<file path="src/pkg/mar_pkg.sv">
// Constants, types and helpers shared by the monitor result logic
package mar_pkg;
  // ---------------------------------------------------------------
  // Timing
  // ---------------------------------------------------------------
  localparam int CLK_HZ = 20_000_000;
  localparam int CLK_PER_US = CLK_HZ / 1_000_000;
  localparam int CONV_TIME_US = 11600;
  localparam int REMOTE_TIME_US = 34800;
  localparam int AVG_COUNT = 16;
  localparam int CONV_CYCLES = CONV_TIME_US * CLK_PER_US;
  localparam int REMOTE_SUB_CYCLES = REMOTE_TIME_US * CLK_PER_US / AVG_COUNT;
  localparam int TIMER_W = 18;
  localparam logic [3:0] AVG_LAST = 4'hF;

  // ---------------------------------------------------------------
  // Serial address and register map
  // ---------------------------------------------------------------
  localparam logic [4:0] ADDR_UPPER = 5'h0B;
  localparam logic [7:0] REG_VALUE_BASE = 8'h20;
  localparam logic [7:0] REG_LOCAL_TEMP = 8'h27;
  localparam logic [7:0] REG_LIMIT_BASE = 8'h2B;
  localparam logic [7:0] REG_LIMIT_LAST = 8'h3A;
  localparam logic [7:0] REG_CONFIG = 8'h40;
  localparam logic [7:0] REG_STATUS1 = 8'h41;
  localparam logic [7:0] REG_STATUS2 = 8'h42;
  localparam logic [7:0] REG_UNMAPPED = 8'h00;
  localparam int CFG_START_BIT = 0;
  localparam int ST2_FAULT_BIT = 6;

  // ---------------------------------------------------------------
  // Channels and reset values
  // ---------------------------------------------------------------
  localparam logic [2:0] CH_FIRST = 3'h0;
  localparam logic [2:0] CH_REMOTE = 3'h6;
  localparam logic [2:0] CH_LOCAL = REG_LOCAL_TEMP[2:0];
  localparam logic [7:0] CONFIG_RESET = 8'h00;
  localparam logic [7:0] VALUE_RESET = 8'h00;
  localparam logic [7:0] STATUS_RESET = 8'h00;
  localparam logic [7:0] LIM_HI_VOLT_RESET = 8'hFF;
  localparam logic [7:0] LIM_LO_VOLT_RESET = 8'h00;
  localparam logic [7:0] LIM_HI_TEMP_RESET = 8'h7F;
  localparam logic [7:0] LIM_LO_TEMP_RESET = 8'h80;

  typedef enum logic [2:0] {
    PS_IDLE = 3'b000,
    PS_ADDR = 3'b001,
    PS_PTR = 3'b010,
    PS_DATA = 3'b011,
    PS_READ = 3'b100,
    PS_SKIP = 3'b101
  } mar_proto_t;

  typedef enum logic [1:0] {
    SQ_IDLE = 2'b00,
    SQ_START = 2'b01,
    SQ_WAIT = 2'b10
  } mar_seq_t;

  function automatic logic mar_is_temp(input logic [2:0] ch);
    return (ch == CH_REMOTE) || (ch == CH_LOCAL);
  endfunction : mar_is_temp

  // Temperatures compare signed, voltages unsigned
  function automatic logic mar_out_of_limit(input logic [2:0] ch, input logic [7:0] val,
                                            input logic [7:0] hi, input logic [7:0] lo);
    if (mar_is_temp(ch)) begin
      return ($signed(val) > $signed(hi)) || ($signed(val) < $signed(lo));
    end
    return (val > hi) || (val < lo);
  endfunction : mar_out_of_limit
endpackage : mar_pkg

</file>
<file path="src/hdl/mar_avg.sv">
// Running sum of sixteen signed conversions for the remote diode channel
`timescale 1ns/1ps
`default_nettype none
module mar_avg
  import mar_pkg::*;
(
  input wire logic clk,
  input wire logic rst,
  input wire logic clr,
  input wire logic add,
  input wire logic [7:0] sample,
  output logic [7:0] avg_out,
  output logic last
);
  logic [11:0] sum, next_sum, total;
  logic [3:0] cnt, next_cnt;

  always_comb begin
    total = sum + {{4{sample[7]}}, sample};
    avg_out = total[11:4];
    last = (cnt == AVG_LAST);
    next_sum = sum;
    next_cnt = cnt;
    if (clr || (add && last)) begin
      next_sum = 12'h000;
      next_cnt = 4'h0;
    end else if (add) begin
      next_sum = total;
      next_cnt = cnt + 4'h1;
    end
  end

  always_ff @(posedge clk) begin
    if (rst) begin
      sum <= 12'h000;
      cnt <= 4'h0;
    end else begin
      sum <= next_sum;
      cnt <= next_cnt;
    end
  end
endmodule : mar_avg
`default_nettype wire

</file>
<file path="src/hdl/mar_monitor.sv">
// Measurement sequencing, result registers and serial register access
`timescale 1ns/1ps
`default_nettype none
// Function
// - First byte of every write loads the register pointer; second byte writes data.
// - A read without pointer write returns the selected register, pointer unchanged.
// - Slave address is 01011 followed by two bits from the address-select pin.
// - Send byte, receive byte and read byte transactions are all accepted.
// - Five voltages, remote diode, own supply and local temperature are measured.
// - One shared converter gives eight-bit results for every channel.
// - Nominal supply produces code 192, leaving headroom above it.
// - Voltage results are unsigned 0 to 255, clamped at both ends.
// - Each channel except remote diode is converted in an 11.6 ms slot, once per 116 ms round.
// - Remote result averages 16 conversions, nominally 34.8 ms per measurement.
// - Local temperature result is stored at register 27h.
// - Temperatures are two's complement, one degree per bit, -128 to +127.
// - Remote diode temperature uses the same eight-bit two's complement format.
// - Remote diode fault sets bit 6 of status register 42h.
// - Config bit 0 set starts round-robin conversions until it is cleared.
// - Status bit set when out of limits, cleared within; reads leave it.
module mar_monitor
  import mar_pkg::*;
#(
  parameter int CONV_CYC = CONV_CYCLES,
  parameter int REMOTE_SUB_CYC = REMOTE_SUB_CYCLES
) (
  input wire logic CLK,
  input wire logic RESET,
  input wire logic SCL,
  input wire logic SDA_IN,
  output logic SDA_OUT,
  output logic SDA_OE_N,
  input wire logic SLAVE_ADDR_BIT1,
  input wire logic SLAVE_ADDR_BIT0,
  input wire logic DIODE_FAULT,
  input wire logic ADC_DONE,
  input wire logic [7:0] ADC_DATA,
  output logic ADC_START,
  output logic [2:0] ADC_CHANNEL
);
  // ---------------------------------------------------------------
  // Declarations
  // ---------------------------------------------------------------
  logic start_p, stop_p, byte_done;
  logic [7:0] rx_byte;
  logic a1_m, a1_s, a0_m, a0_s, fault_m, fault_s;

  mar_proto_t pstate, next_pstate;
  logic [7:0] ptr, next_ptr, tx_byte, next_tx, rd_data;
  logic ack_req, next_ack, tx_mode, next_txm;
  logic [1:0] addr_lo, next_lo;
  logic addr_locked, next_lk;
  logic [7:0] cfg, next_cfg;
  logic [7:0] lim [16];
  logic [7:0] next_lim [16];
  logic [3:0] lim_idx;

  mar_seq_t sstate, next_sstate;
  logic [2:0] ch, next_ch, next_adc_ch;
  logic [TIMER_W-1:0] timer, next_timer;
  logic [7:0] result, next_result, store_val;
  logic have, next_have, fault_seen, next_fault_seen, next_adc_start;
  logic do_store, avg_add, avg_clr, avg_last;
  logic [7:0] avg_out;
  logic [7:0] value [8];
  logic [7:0] next_value [8];
  logic [7:0] status1, next_status1, status2, next_status2;
  logic run;

  function automatic logic in_limits(input logic [7:0] a);
    return (a >= REG_LIMIT_BASE) && (a <= REG_LIMIT_LAST);
  endfunction : in_limits

  // ---------------------------------------------------------------
  // Sub-blocks
  // ---------------------------------------------------------------
  mar_smb_bit i_mar_smb_bit (
    .clk(CLK),
    .rst(RESET),
    .scl_pin(SCL),
    .sda_pin(SDA_IN),
    .ack_req(ack_req),
    .tx_mode(tx_mode),
    .tx_byte(tx_byte),
    .start_p(start_p),
    .stop_p(stop_p),
    .byte_done(byte_done),
    .rx_byte(rx_byte),
    .sda_oe_n(SDA_OE_N)
  );

  mar_avg i_mar_avg (
    .clk(CLK),
    .rst(RESET),
    .clr(avg_clr),
    .add(avg_add),
    .sample(result),
    .avg_out(avg_out),
    .last(avg_last)
  );

  // ---------------------------------------------------------------
  // Pin synchronisers
  // ---------------------------------------------------------------
  always_ff @(posedge CLK) begin
    a1_m <= SLAVE_ADDR_BIT1;
    a1_s <= a1_m;
    a0_m <= SLAVE_ADDR_BIT0;
    a0_s <= a0_m;
    fault_m <= DIODE_FAULT;
    fault_s <= fault_m;
  end

  // ---------------------------------------------------------------
  // Register read mux
  // ---------------------------------------------------------------
  assign lim_idx = 4'(ptr - REG_LIMIT_BASE);
  assign run = cfg[CFG_START_BIT];

  always_comb begin
    rd_data = REG_UNMAPPED;
    if (ptr[7:3] == REG_VALUE_BASE[7:3]) begin
      rd_data = value[ptr[2:0]];
    end else if (in_limits(ptr)) begin
      rd_data = lim[lim_idx];
    end else begin
      case (ptr)
        REG_CONFIG: rd_data = cfg;
        REG_STATUS1: rd_data = status1;
        REG_STATUS2: rd_data = status2;
        default: rd_data = REG_UNMAPPED;
      endcase
    end
  end

  // ---------------------------------------------------------------
  // Transaction layer
  // ---------------------------------------------------------------
  always_comb begin
    next_pstate = pstate;
    next_ptr = ptr;
    next_ack = ack_req;
    next_txm = tx_mode;
    next_tx = tx_byte;
    next_cfg = cfg;
    next_lim = lim;
    next_lo = addr_lo;
    next_lk = addr_locked;
    if (start_p) begin
      next_pstate = PS_ADDR;
      next_txm = 1'b0;
      next_ack = 1'b0;
      if (!addr_locked) begin
        next_lo = {a1_s, a0_s};
        next_lk = 1'b1;
      end
    end else if (stop_p) begin
      next_pstate = PS_IDLE;
      next_txm = 1'b0;
      next_ack = 1'b0;
    end else if (byte_done) begin
      case (pstate)
        PS_ADDR: begin
          if (rx_byte[7:1] == {ADDR_UPPER, addr_lo}) begin
            next_ack = 1'b1;
            if (rx_byte[0]) begin
              next_pstate = PS_READ;
              next_txm = 1'b1;
              next_tx = rd_data;
            end else begin
              next_pstate = PS_PTR;
            end
          end else begin
            next_ack = 1'b0;
            next_pstate = PS_SKIP;
          end
        end
        PS_PTR: begin
          next_ptr = rx_byte;
          next_ack = 1'b1;
          next_pstate = PS_DATA;
        end
        PS_DATA: begin
          next_ack = 1'b1;
          if (ptr == REG_CONFIG) begin
            next_cfg = rx_byte;
          end else if (in_limits(ptr)) begin
            next_lim[lim_idx] = rx_byte;
          end
        end
        PS_READ: begin
          next_ack = 1'b0;
          next_tx = rd_data;
        end
        default: begin
          next_ack = 1'b0;
        end
      endcase
    end
  end

  always_ff @(posedge CLK) begin
    SDA_OUT <= 1'b0;
    if (RESET) begin
      pstate <= PS_IDLE;
      ptr <= REG_UNMAPPED;
      ack_req <= 1'b0;
      tx_mode <= 1'b0;
      tx_byte <= 8'h00;
      addr_lo <= 2'h0;
      addr_locked <= 1'b0;
      cfg <= CONFIG_RESET;
      for (int i = 0; i < 8; i++) begin
        lim[2*i] <= mar_is_temp(3'(i)) ? LIM_HI_TEMP_RESET : LIM_HI_VOLT_RESET;
        lim[2*i+1] <= mar_is_temp(3'(i)) ? LIM_LO_TEMP_RESET : LIM_LO_VOLT_RESET;
      end
    end else begin
      pstate <= next_pstate;
      ptr <= next_ptr;
      ack_req <= next_ack;
      tx_mode <= next_txm;
      tx_byte <= next_tx;
      addr_lo <= next_lo;
      addr_locked <= next_lk;
      cfg <= next_cfg;
      lim <= next_lim;
    end
  end

  // ---------------------------------------------------------------
  // Measurement sequencer
  // ---------------------------------------------------------------
  always_comb begin
    next_sstate = sstate;
    next_ch = ch;
    next_timer = timer;
    next_result = result;
    next_have = have;
    next_fault_seen = fault_seen;
    next_adc_start = 1'b0;
    next_adc_ch = ADC_CHANNEL;
    next_value = value;
    next_status1 = status1;
    next_status2 = status2;
    avg_add = 1'b0;
    avg_clr = 1'b0;
    do_store = 1'b0;
    store_val = result;
    case (sstate)
      SQ_IDLE: begin
        if (run) begin
          next_ch = CH_FIRST;
          avg_clr = 1'b1;
          next_fault_seen = 1'b0;
          next_sstate = SQ_START;
        end
      end
      SQ_START: begin
        next_adc_start = 1'b1;
        next_adc_ch = ch;
        next_have = 1'b0;
        // This start cycle is the first cycle of the slot
        if (ch == CH_REMOTE) begin
          next_timer = TIMER_W'(REMOTE_SUB_CYC - 2);
        end else begin
          next_timer = TIMER_W'(CONV_CYC - 2);
        end
        next_sstate = SQ_WAIT;
      end
      SQ_WAIT: begin
        if (ADC_DONE && !have) begin
          next_result = ADC_DATA;
          next_have = 1'b1;
        end
        if (ch == CH_REMOTE && fault_s) begin
          next_fault_seen = 1'b1;
        end
        if (timer != '0) begin
          next_timer = timer - 1'b1;
        end else if (have) begin
          if (ch == CH_REMOTE) begin
            avg_add = 1'b1;
            if (avg_last) begin
              do_store = 1'b1;
              store_val = avg_out;
              next_status2[ST2_FAULT_BIT] = fault_seen | fault_s;
              next_fault_seen = 1'b0;
            end else begin
              next_sstate = SQ_START;
            end
          end else begin
            do_store = 1'b1;
          end
        end
      end
      default: begin
        next_sstate = SQ_IDLE;
      end
    endcase
    if (do_store) begin
      // Local channel index maps onto register 27h
      next_value[ch] = store_val;
      next_status1[ch] = mar_out_of_limit(ch, store_val, lim[{ch, 1'b0}],
                                          lim[{ch, 1'b1}]);
      next_ch = ch + 3'h1;
      next_sstate = run ? SQ_START : SQ_IDLE;
    end
  end

  always_ff @(posedge CLK) begin
    if (RESET) begin
      sstate <= SQ_IDLE;
      ch <= CH_FIRST;
      timer <= '0;
      result <= VALUE_RESET;
      have <= 1'b0;
      fault_seen <= 1'b0;
      ADC_START <= 1'b0;
      ADC_CHANNEL <= CH_FIRST;
      status1 <= STATUS_RESET;
      status2 <= STATUS_RESET;
      for (int i = 0; i < 8; i++) begin
        value[i] <= VALUE_RESET;
      end
    end else begin
      sstate <= next_sstate;
      ch <= next_ch;
      timer <= next_timer;
      result <= next_result;
      have <= next_have;
      fault_seen <= next_fault_seen;
      ADC_START <= next_adc_start;
      ADC_CHANNEL <= next_adc_ch;
      status1 <= next_status1;
      status2 <= next_status2;
      value <= next_value;
    end
  end
endmodule : mar_monitor
`default_nettype wire

</file>
<file path="src/hdl/mar_smb_bit.sv">
// Serial bus bit engine: pin sync, start/stop detection, shifting, acknowledge
`timescale 1ns/1ps
`default_nettype none
module mar_smb_bit
  import mar_pkg::*;
(
  input wire logic clk,
  input wire logic rst,
  input wire logic scl_pin,
  input wire logic sda_pin,
  input wire logic ack_req,
  input wire logic tx_mode,
  input wire logic [7:0] tx_byte,
  output logic start_p,
  output logic stop_p,
  output logic byte_done,
  output logic [7:0] rx_byte,
  output logic sda_oe_n
);
  logic scl_m, scl_s, scl_d, sda_m, sda_s, sda_d;
  logic active, next_active, nacked, next_nacked, next_oe_n;
  logic next_start, next_stop, next_done, scl_rise, scl_fall;
  logic [3:0] cnt, next_cnt;
  logic [7:0] next_rx;

  always_comb begin
    scl_rise = scl_s & ~scl_d;
    scl_fall = ~scl_s & scl_d;
    next_start = scl_s & scl_d & sda_d & ~sda_s;
    next_stop = scl_s & scl_d & ~sda_d & sda_s;
    next_active = active;
    next_nacked = nacked;
    next_cnt = cnt;
    next_rx = rx_byte;
    next_oe_n = sda_oe_n;
    next_done = 1'b0;
    if (next_start || next_stop) begin
      next_active = next_start;
      next_nacked = 1'b0;
      next_cnt = 4'h0;
      next_oe_n = 1'b1;
    end else if (active) begin
      if (scl_rise) begin
        if (cnt == 4'h8) begin
          next_cnt = 4'h0;
          // Master not-acknowledge ends a read: stop driving data
          next_nacked = tx_mode & sda_s;
        end else begin
          next_rx = {rx_byte[6:0], sda_s};
          next_cnt = cnt + 4'h1;
          next_done = (cnt == 4'h7);
        end
      end
      if (scl_fall) begin
        if (cnt == 4'h8) begin
          next_oe_n = ~ack_req;
        end else if (tx_mode && !nacked) begin
          next_oe_n = tx_byte[3'(3'h7 - cnt[2:0])];
        end else begin
          next_oe_n = 1'b1;
        end
      end
    end
  end

  always_ff @(posedge clk) begin
    scl_m <= scl_pin;
    scl_s <= scl_m;
    sda_m <= sda_pin;
    sda_s <= sda_m;
    if (rst) begin
      scl_d <= 1'b1;
      sda_d <= 1'b1;
      active <= 1'b0;
      nacked <= 1'b0;
      cnt <= 4'h0;
      rx_byte <= 8'h00;
      sda_oe_n <= 1'b1;
      start_p <= 1'b0;
      stop_p <= 1'b0;
      byte_done <= 1'b0;
    end else begin
      scl_d <= scl_s;
      sda_d <= sda_s;
      active <= next_active;
      nacked <= next_nacked;
      cnt <= next_cnt;
      rx_byte <= next_rx;
      sda_oe_n <= next_oe_n;
      start_p <= next_start;
      stop_p <= next_stop;
      byte_done <= next_done;
    end
  end
endmodule : mar_smb_bit
`default_nettype wire

</file>
<file path="config.mk">
export PLATFORM = sky130hd
export DESIGN_NAME = mar_monitor
export DESIGN_NICKNAME = d
export VERILOG_FILES = /design/src/pkg/mar_pkg.sv /design/src/hdl/mar_avg.sv /design/src/hdl/mar_monitor.sv /design/src/hdl/mar_smb_bit.sv
export SDC_FILE = /design/constraint.sdc
export NUM_CORES = 1
export LEC_CHECK = 0
export BUFFER_PORTS_ARGS = -buffer_cell sky130_fd_sc_hd__buf_2
export CORE_ASPECT_RATIO = 1.2
export CORE_MARGIN = 1.5
export CORE_UTILIZATION = 55
export DETAILED_ROUTE_END_ITERATION = 10
export GPL_ROUTABILITY_DRIVEN = 0
export GPL_TIMING_DRIVEN = 0
export PLACE_DENSITY = 0.71
export SETUP_SLACK_MARGIN = 0.02
export SLEW_MARGIN = 20
export SYNTH_ARGS = -nofsm -noshare
export SYNTH_HDL_FRONTEND = slang
export SYNTH_SLANG_ARGS = --single-unit
</file>
<file path="constraint.sdc">
create_clock -name CLK -period 4 [get_ports CLK]
set_input_delay 0.8 -clock CLK [delete_from_list [all_inputs] [get_ports CLK]]
set_output_delay 0.8 -clock CLK [all_outputs]
set_load 0.005 [all_outputs]
</file>
==> reports/qor.csv <==
metric,value,unit
Placement Setup Slack,-0.691,ns
"commonest non-fill, non-tap cell in the layout",dfxtp_1,
Num CTS Buffers,35,
Buffers on Ports,20,
WL final,50800,um
Worst VDD drop,0.316,mV
ratio of cells with drive above 1 in the final layout,16.6,%
crit path time final,3.85,ns
type of origin of the critical path,register,
drt pass-1 iters,7,
mapped cell area,16000,sq um
Worst path max stage delay,0.47,ns
"Buf+Inv Stages, Crit Path",3,
Overall Power,0.00645,W
Starting Density,55.7,%
main flop type after synthesis,dfxtp_1,
Netlist cell types,72,
dpl hpwl,36800,um
# clock sinks,316,
MaxCap Viol Count,0,
antenna violations before repair,0,
Layout fillers,2436,
CTS root buffer,clkbuf_16,
DRT antenna net count,0,
PD cells,359,nW/um^2
# DRC,0,
Fin Hold WS,0.306,ns
global-route wire length before repair,77400,um
CTS H-tree lvls,2,
post-DR wirelength/cell,22.8,um
Final Hold Viols,0,
slowest CP cell,mux2_2,
# diodes,0,
Final period util,96.3,%
Syn Inst Count,1758,
Slew HR,34.2,%
Syn. warnings,0,
CTS tree,yes,
most frequent cells in the layout,"dfxtp_1 (315), nand2_1 (274), nor2_1 (154), a21oi_1 (151), nand3_1 (136)",
fin. max-slew vios,0,
Post-Place Cells,2163,
vias in the first global route,13505,
Via density,6.39,
setup violators final,0,
1st-iter DRT viols,1785,
largest net degree at the start of global routing,20,
Rows,68,
Worst Path Arrival,4.29,ns
Final Non-Filler Cells,2230,
P_leak,6.44,nW
Clock transition at path regs,0.06,ns
vias,14260,
Seq cells post-synth,316,
run status,"complete, no violations",
core box area,28700,sq um
final worst setup slack,0.147,ns
later-pin clock latency in the skew report,0.54,ns
hold buffer count at cts,0,
WP data required,4.43,ns
final setup skew,0.0240,ns
CP Class,reg -> reg,
clk buf depth,3,
die footprint,30100,sq um
Worst Path Max Fanout,10,
Post-synth EDFFs,0,
Slew @ Worst Pin,0.979,ns
synth top area cells,"dfxtp_1 (40%), mux4_2 (13%), nand2_1 (6.5%), a21oi_1 (4.9%), nand3_1 (4.3%)",
Mapped Nets,1814,
Congestion Overflow GR,0,
overall die height,190,um
share of flip-flops with an asynchronous set or reset,0,%
Nets,1876,
Mean Syn Cell Area,9.09,sq um
CP Capture Type,register,
Crit path max-delay family,compound AO/OA/AOI/OAI gates,
num ports,22,
area grow syn2layout,12.4,%
Max Clk Rate,0.260,GHz
CP most frequent cell,ha_1,
Synth top area share,39.6,%
sequential area share after synthesis,39.6,%
"Cell Chain, Critical Path",inv_2 -> ha_1 -> and4b_1 -> nand2_1 -> nor4_4 -> buf_6 -> mux2_2 -> ha_1 -> a211o_1 -> o31ai_2 -> a21oi_4 -> buf_12 -> o41ai_2,
Total GRT Usage,34.0,%
Yosys top cell by area,dfxtp_1,
HP Class,reg -> reg,
die width,159,um
routing by layer:
metal | up-vias | wire length (um) | track usage (%)
li1 | 6446 | - | -
met1 | 6791 | 18900 | 41.9
met2 | 807 | 23500 | 54.5
met3 | 216 | 4670 | 6.67
met4 | 0 | 3680 | 21.5
met5 | - | 0 | 0
worst paths after layout:
kind,from,to,slack (ns),cells after the start
max reg2reg,ch[0],status1[3],0.15,13
min reg2reg,i_mar_smb_bit.sda_m,i_mar_smb_bit.sda_s,0.31,0
min,i_mar_smb_bit.sda_m,i_mar_smb_bit.sda_s,0.31,0
max,ch[0],status1[3],0.15,13
kinds of logic (layout without fill, tap and decap cells):
group	count (synthesis)	after routing	share of synthesized area, %
other	1	1	0.0235
XOR/XNOR	21	21	1.15
multiplexers	137	137	15.7
AO/OA/AOI/OAI	301	301	11.7
buffers and inverters	160	247	4.41
flip-flops	316	316	39.6
adder cells (fa/ha/maj)	40	40	3.18
AND/OR/NAND/NOR	782	782	24.3
through the flow:
step / instance area, sq um / util [%] / TNS, ns
2_1_floorplan: 16000 / - / 0
3_3_place_gp: 16600 / 57.8 / -6.34
3_5_place_dp: 16600 / 57.8 / -7.02
4_1_cts: 17800 / 61.9 / 0
5_1_grt: 18000 / 62.6 / -0.0588
6_report: 18000 / 62.6 / 0
state kept, by name (all words and copies together), names as in the netlist, 4 cells and up:
name                   flops
status1                    8
ptr                        8
i_mar_smb_bit.rx_byte      8
timer                     18
value                     64
i_mar_avg.sum             12
result                     8
cfg                        8
i_mar_avg.cnt              4
i_mar_smb_bit.cnt          4
lim                      128
tx_byte                    8
area by class of cell:
class / count / area, sq um / share of cell area, %
Multi-Input combinational cell: 1282 / 9170 / 51.1
Sequential cell: 316 / 6330 / 35.2
Clock buffer: 45 / 953 / 5.31
Buffer: 129 / 604 / 3.37
Tap cell: 385 / 482 / 2.68
Timing Repair Buffer: 27 / 165 / 0.920
Clock inverter: 17 / 149 / 0.829
Inverter: 29 / 109 / 0.606
report_power, final:
| group | internal, W | total, W | leakage, nW | switching [W] |
|---|---|---|---|---|
| Sequential | 0.00316 | 0.00316 | 2.55 | 0.00000604 |
| Clock | 0.00182 | 0.00317 | 0.552 | 0.00135 |
| Combinational | 0.0000313 | 0.000116 | 3.34 | 0.0000847 |
timing repair:
item                                   in CTS  in global routing
setup endpoints to repair                  16                 10
pin swaps                                   2                  8
resized for setup                          22                 31
buffers inserted                            3                  4
endpoints found under the hold margin       0                  0
cells in the mapped netlist (9+ instances only):
cell / count
buf_1: 15
nand3b_1: 71
a311oi_1: 11
ha_1: 39
and2_1: 9
dfxtp_1: 316
a211oi_1: 39
clkbuf_1: 79
inv_1: 28
nor3_1: 27
o21ai_0: 28
a21oi_1: 155
buf_2: 26
mux4_2: 90
nand2b_1: 12
nand4_1: 10
nor2b_1: 9
mux2i_1: 41
nor2_1: 155
nand2_2: 9
nand3_1: 136
nand2_1: 275
xnor2_1: 14
a211o_1: 14
Note: power is estimated with default switching activity, not from simulation.
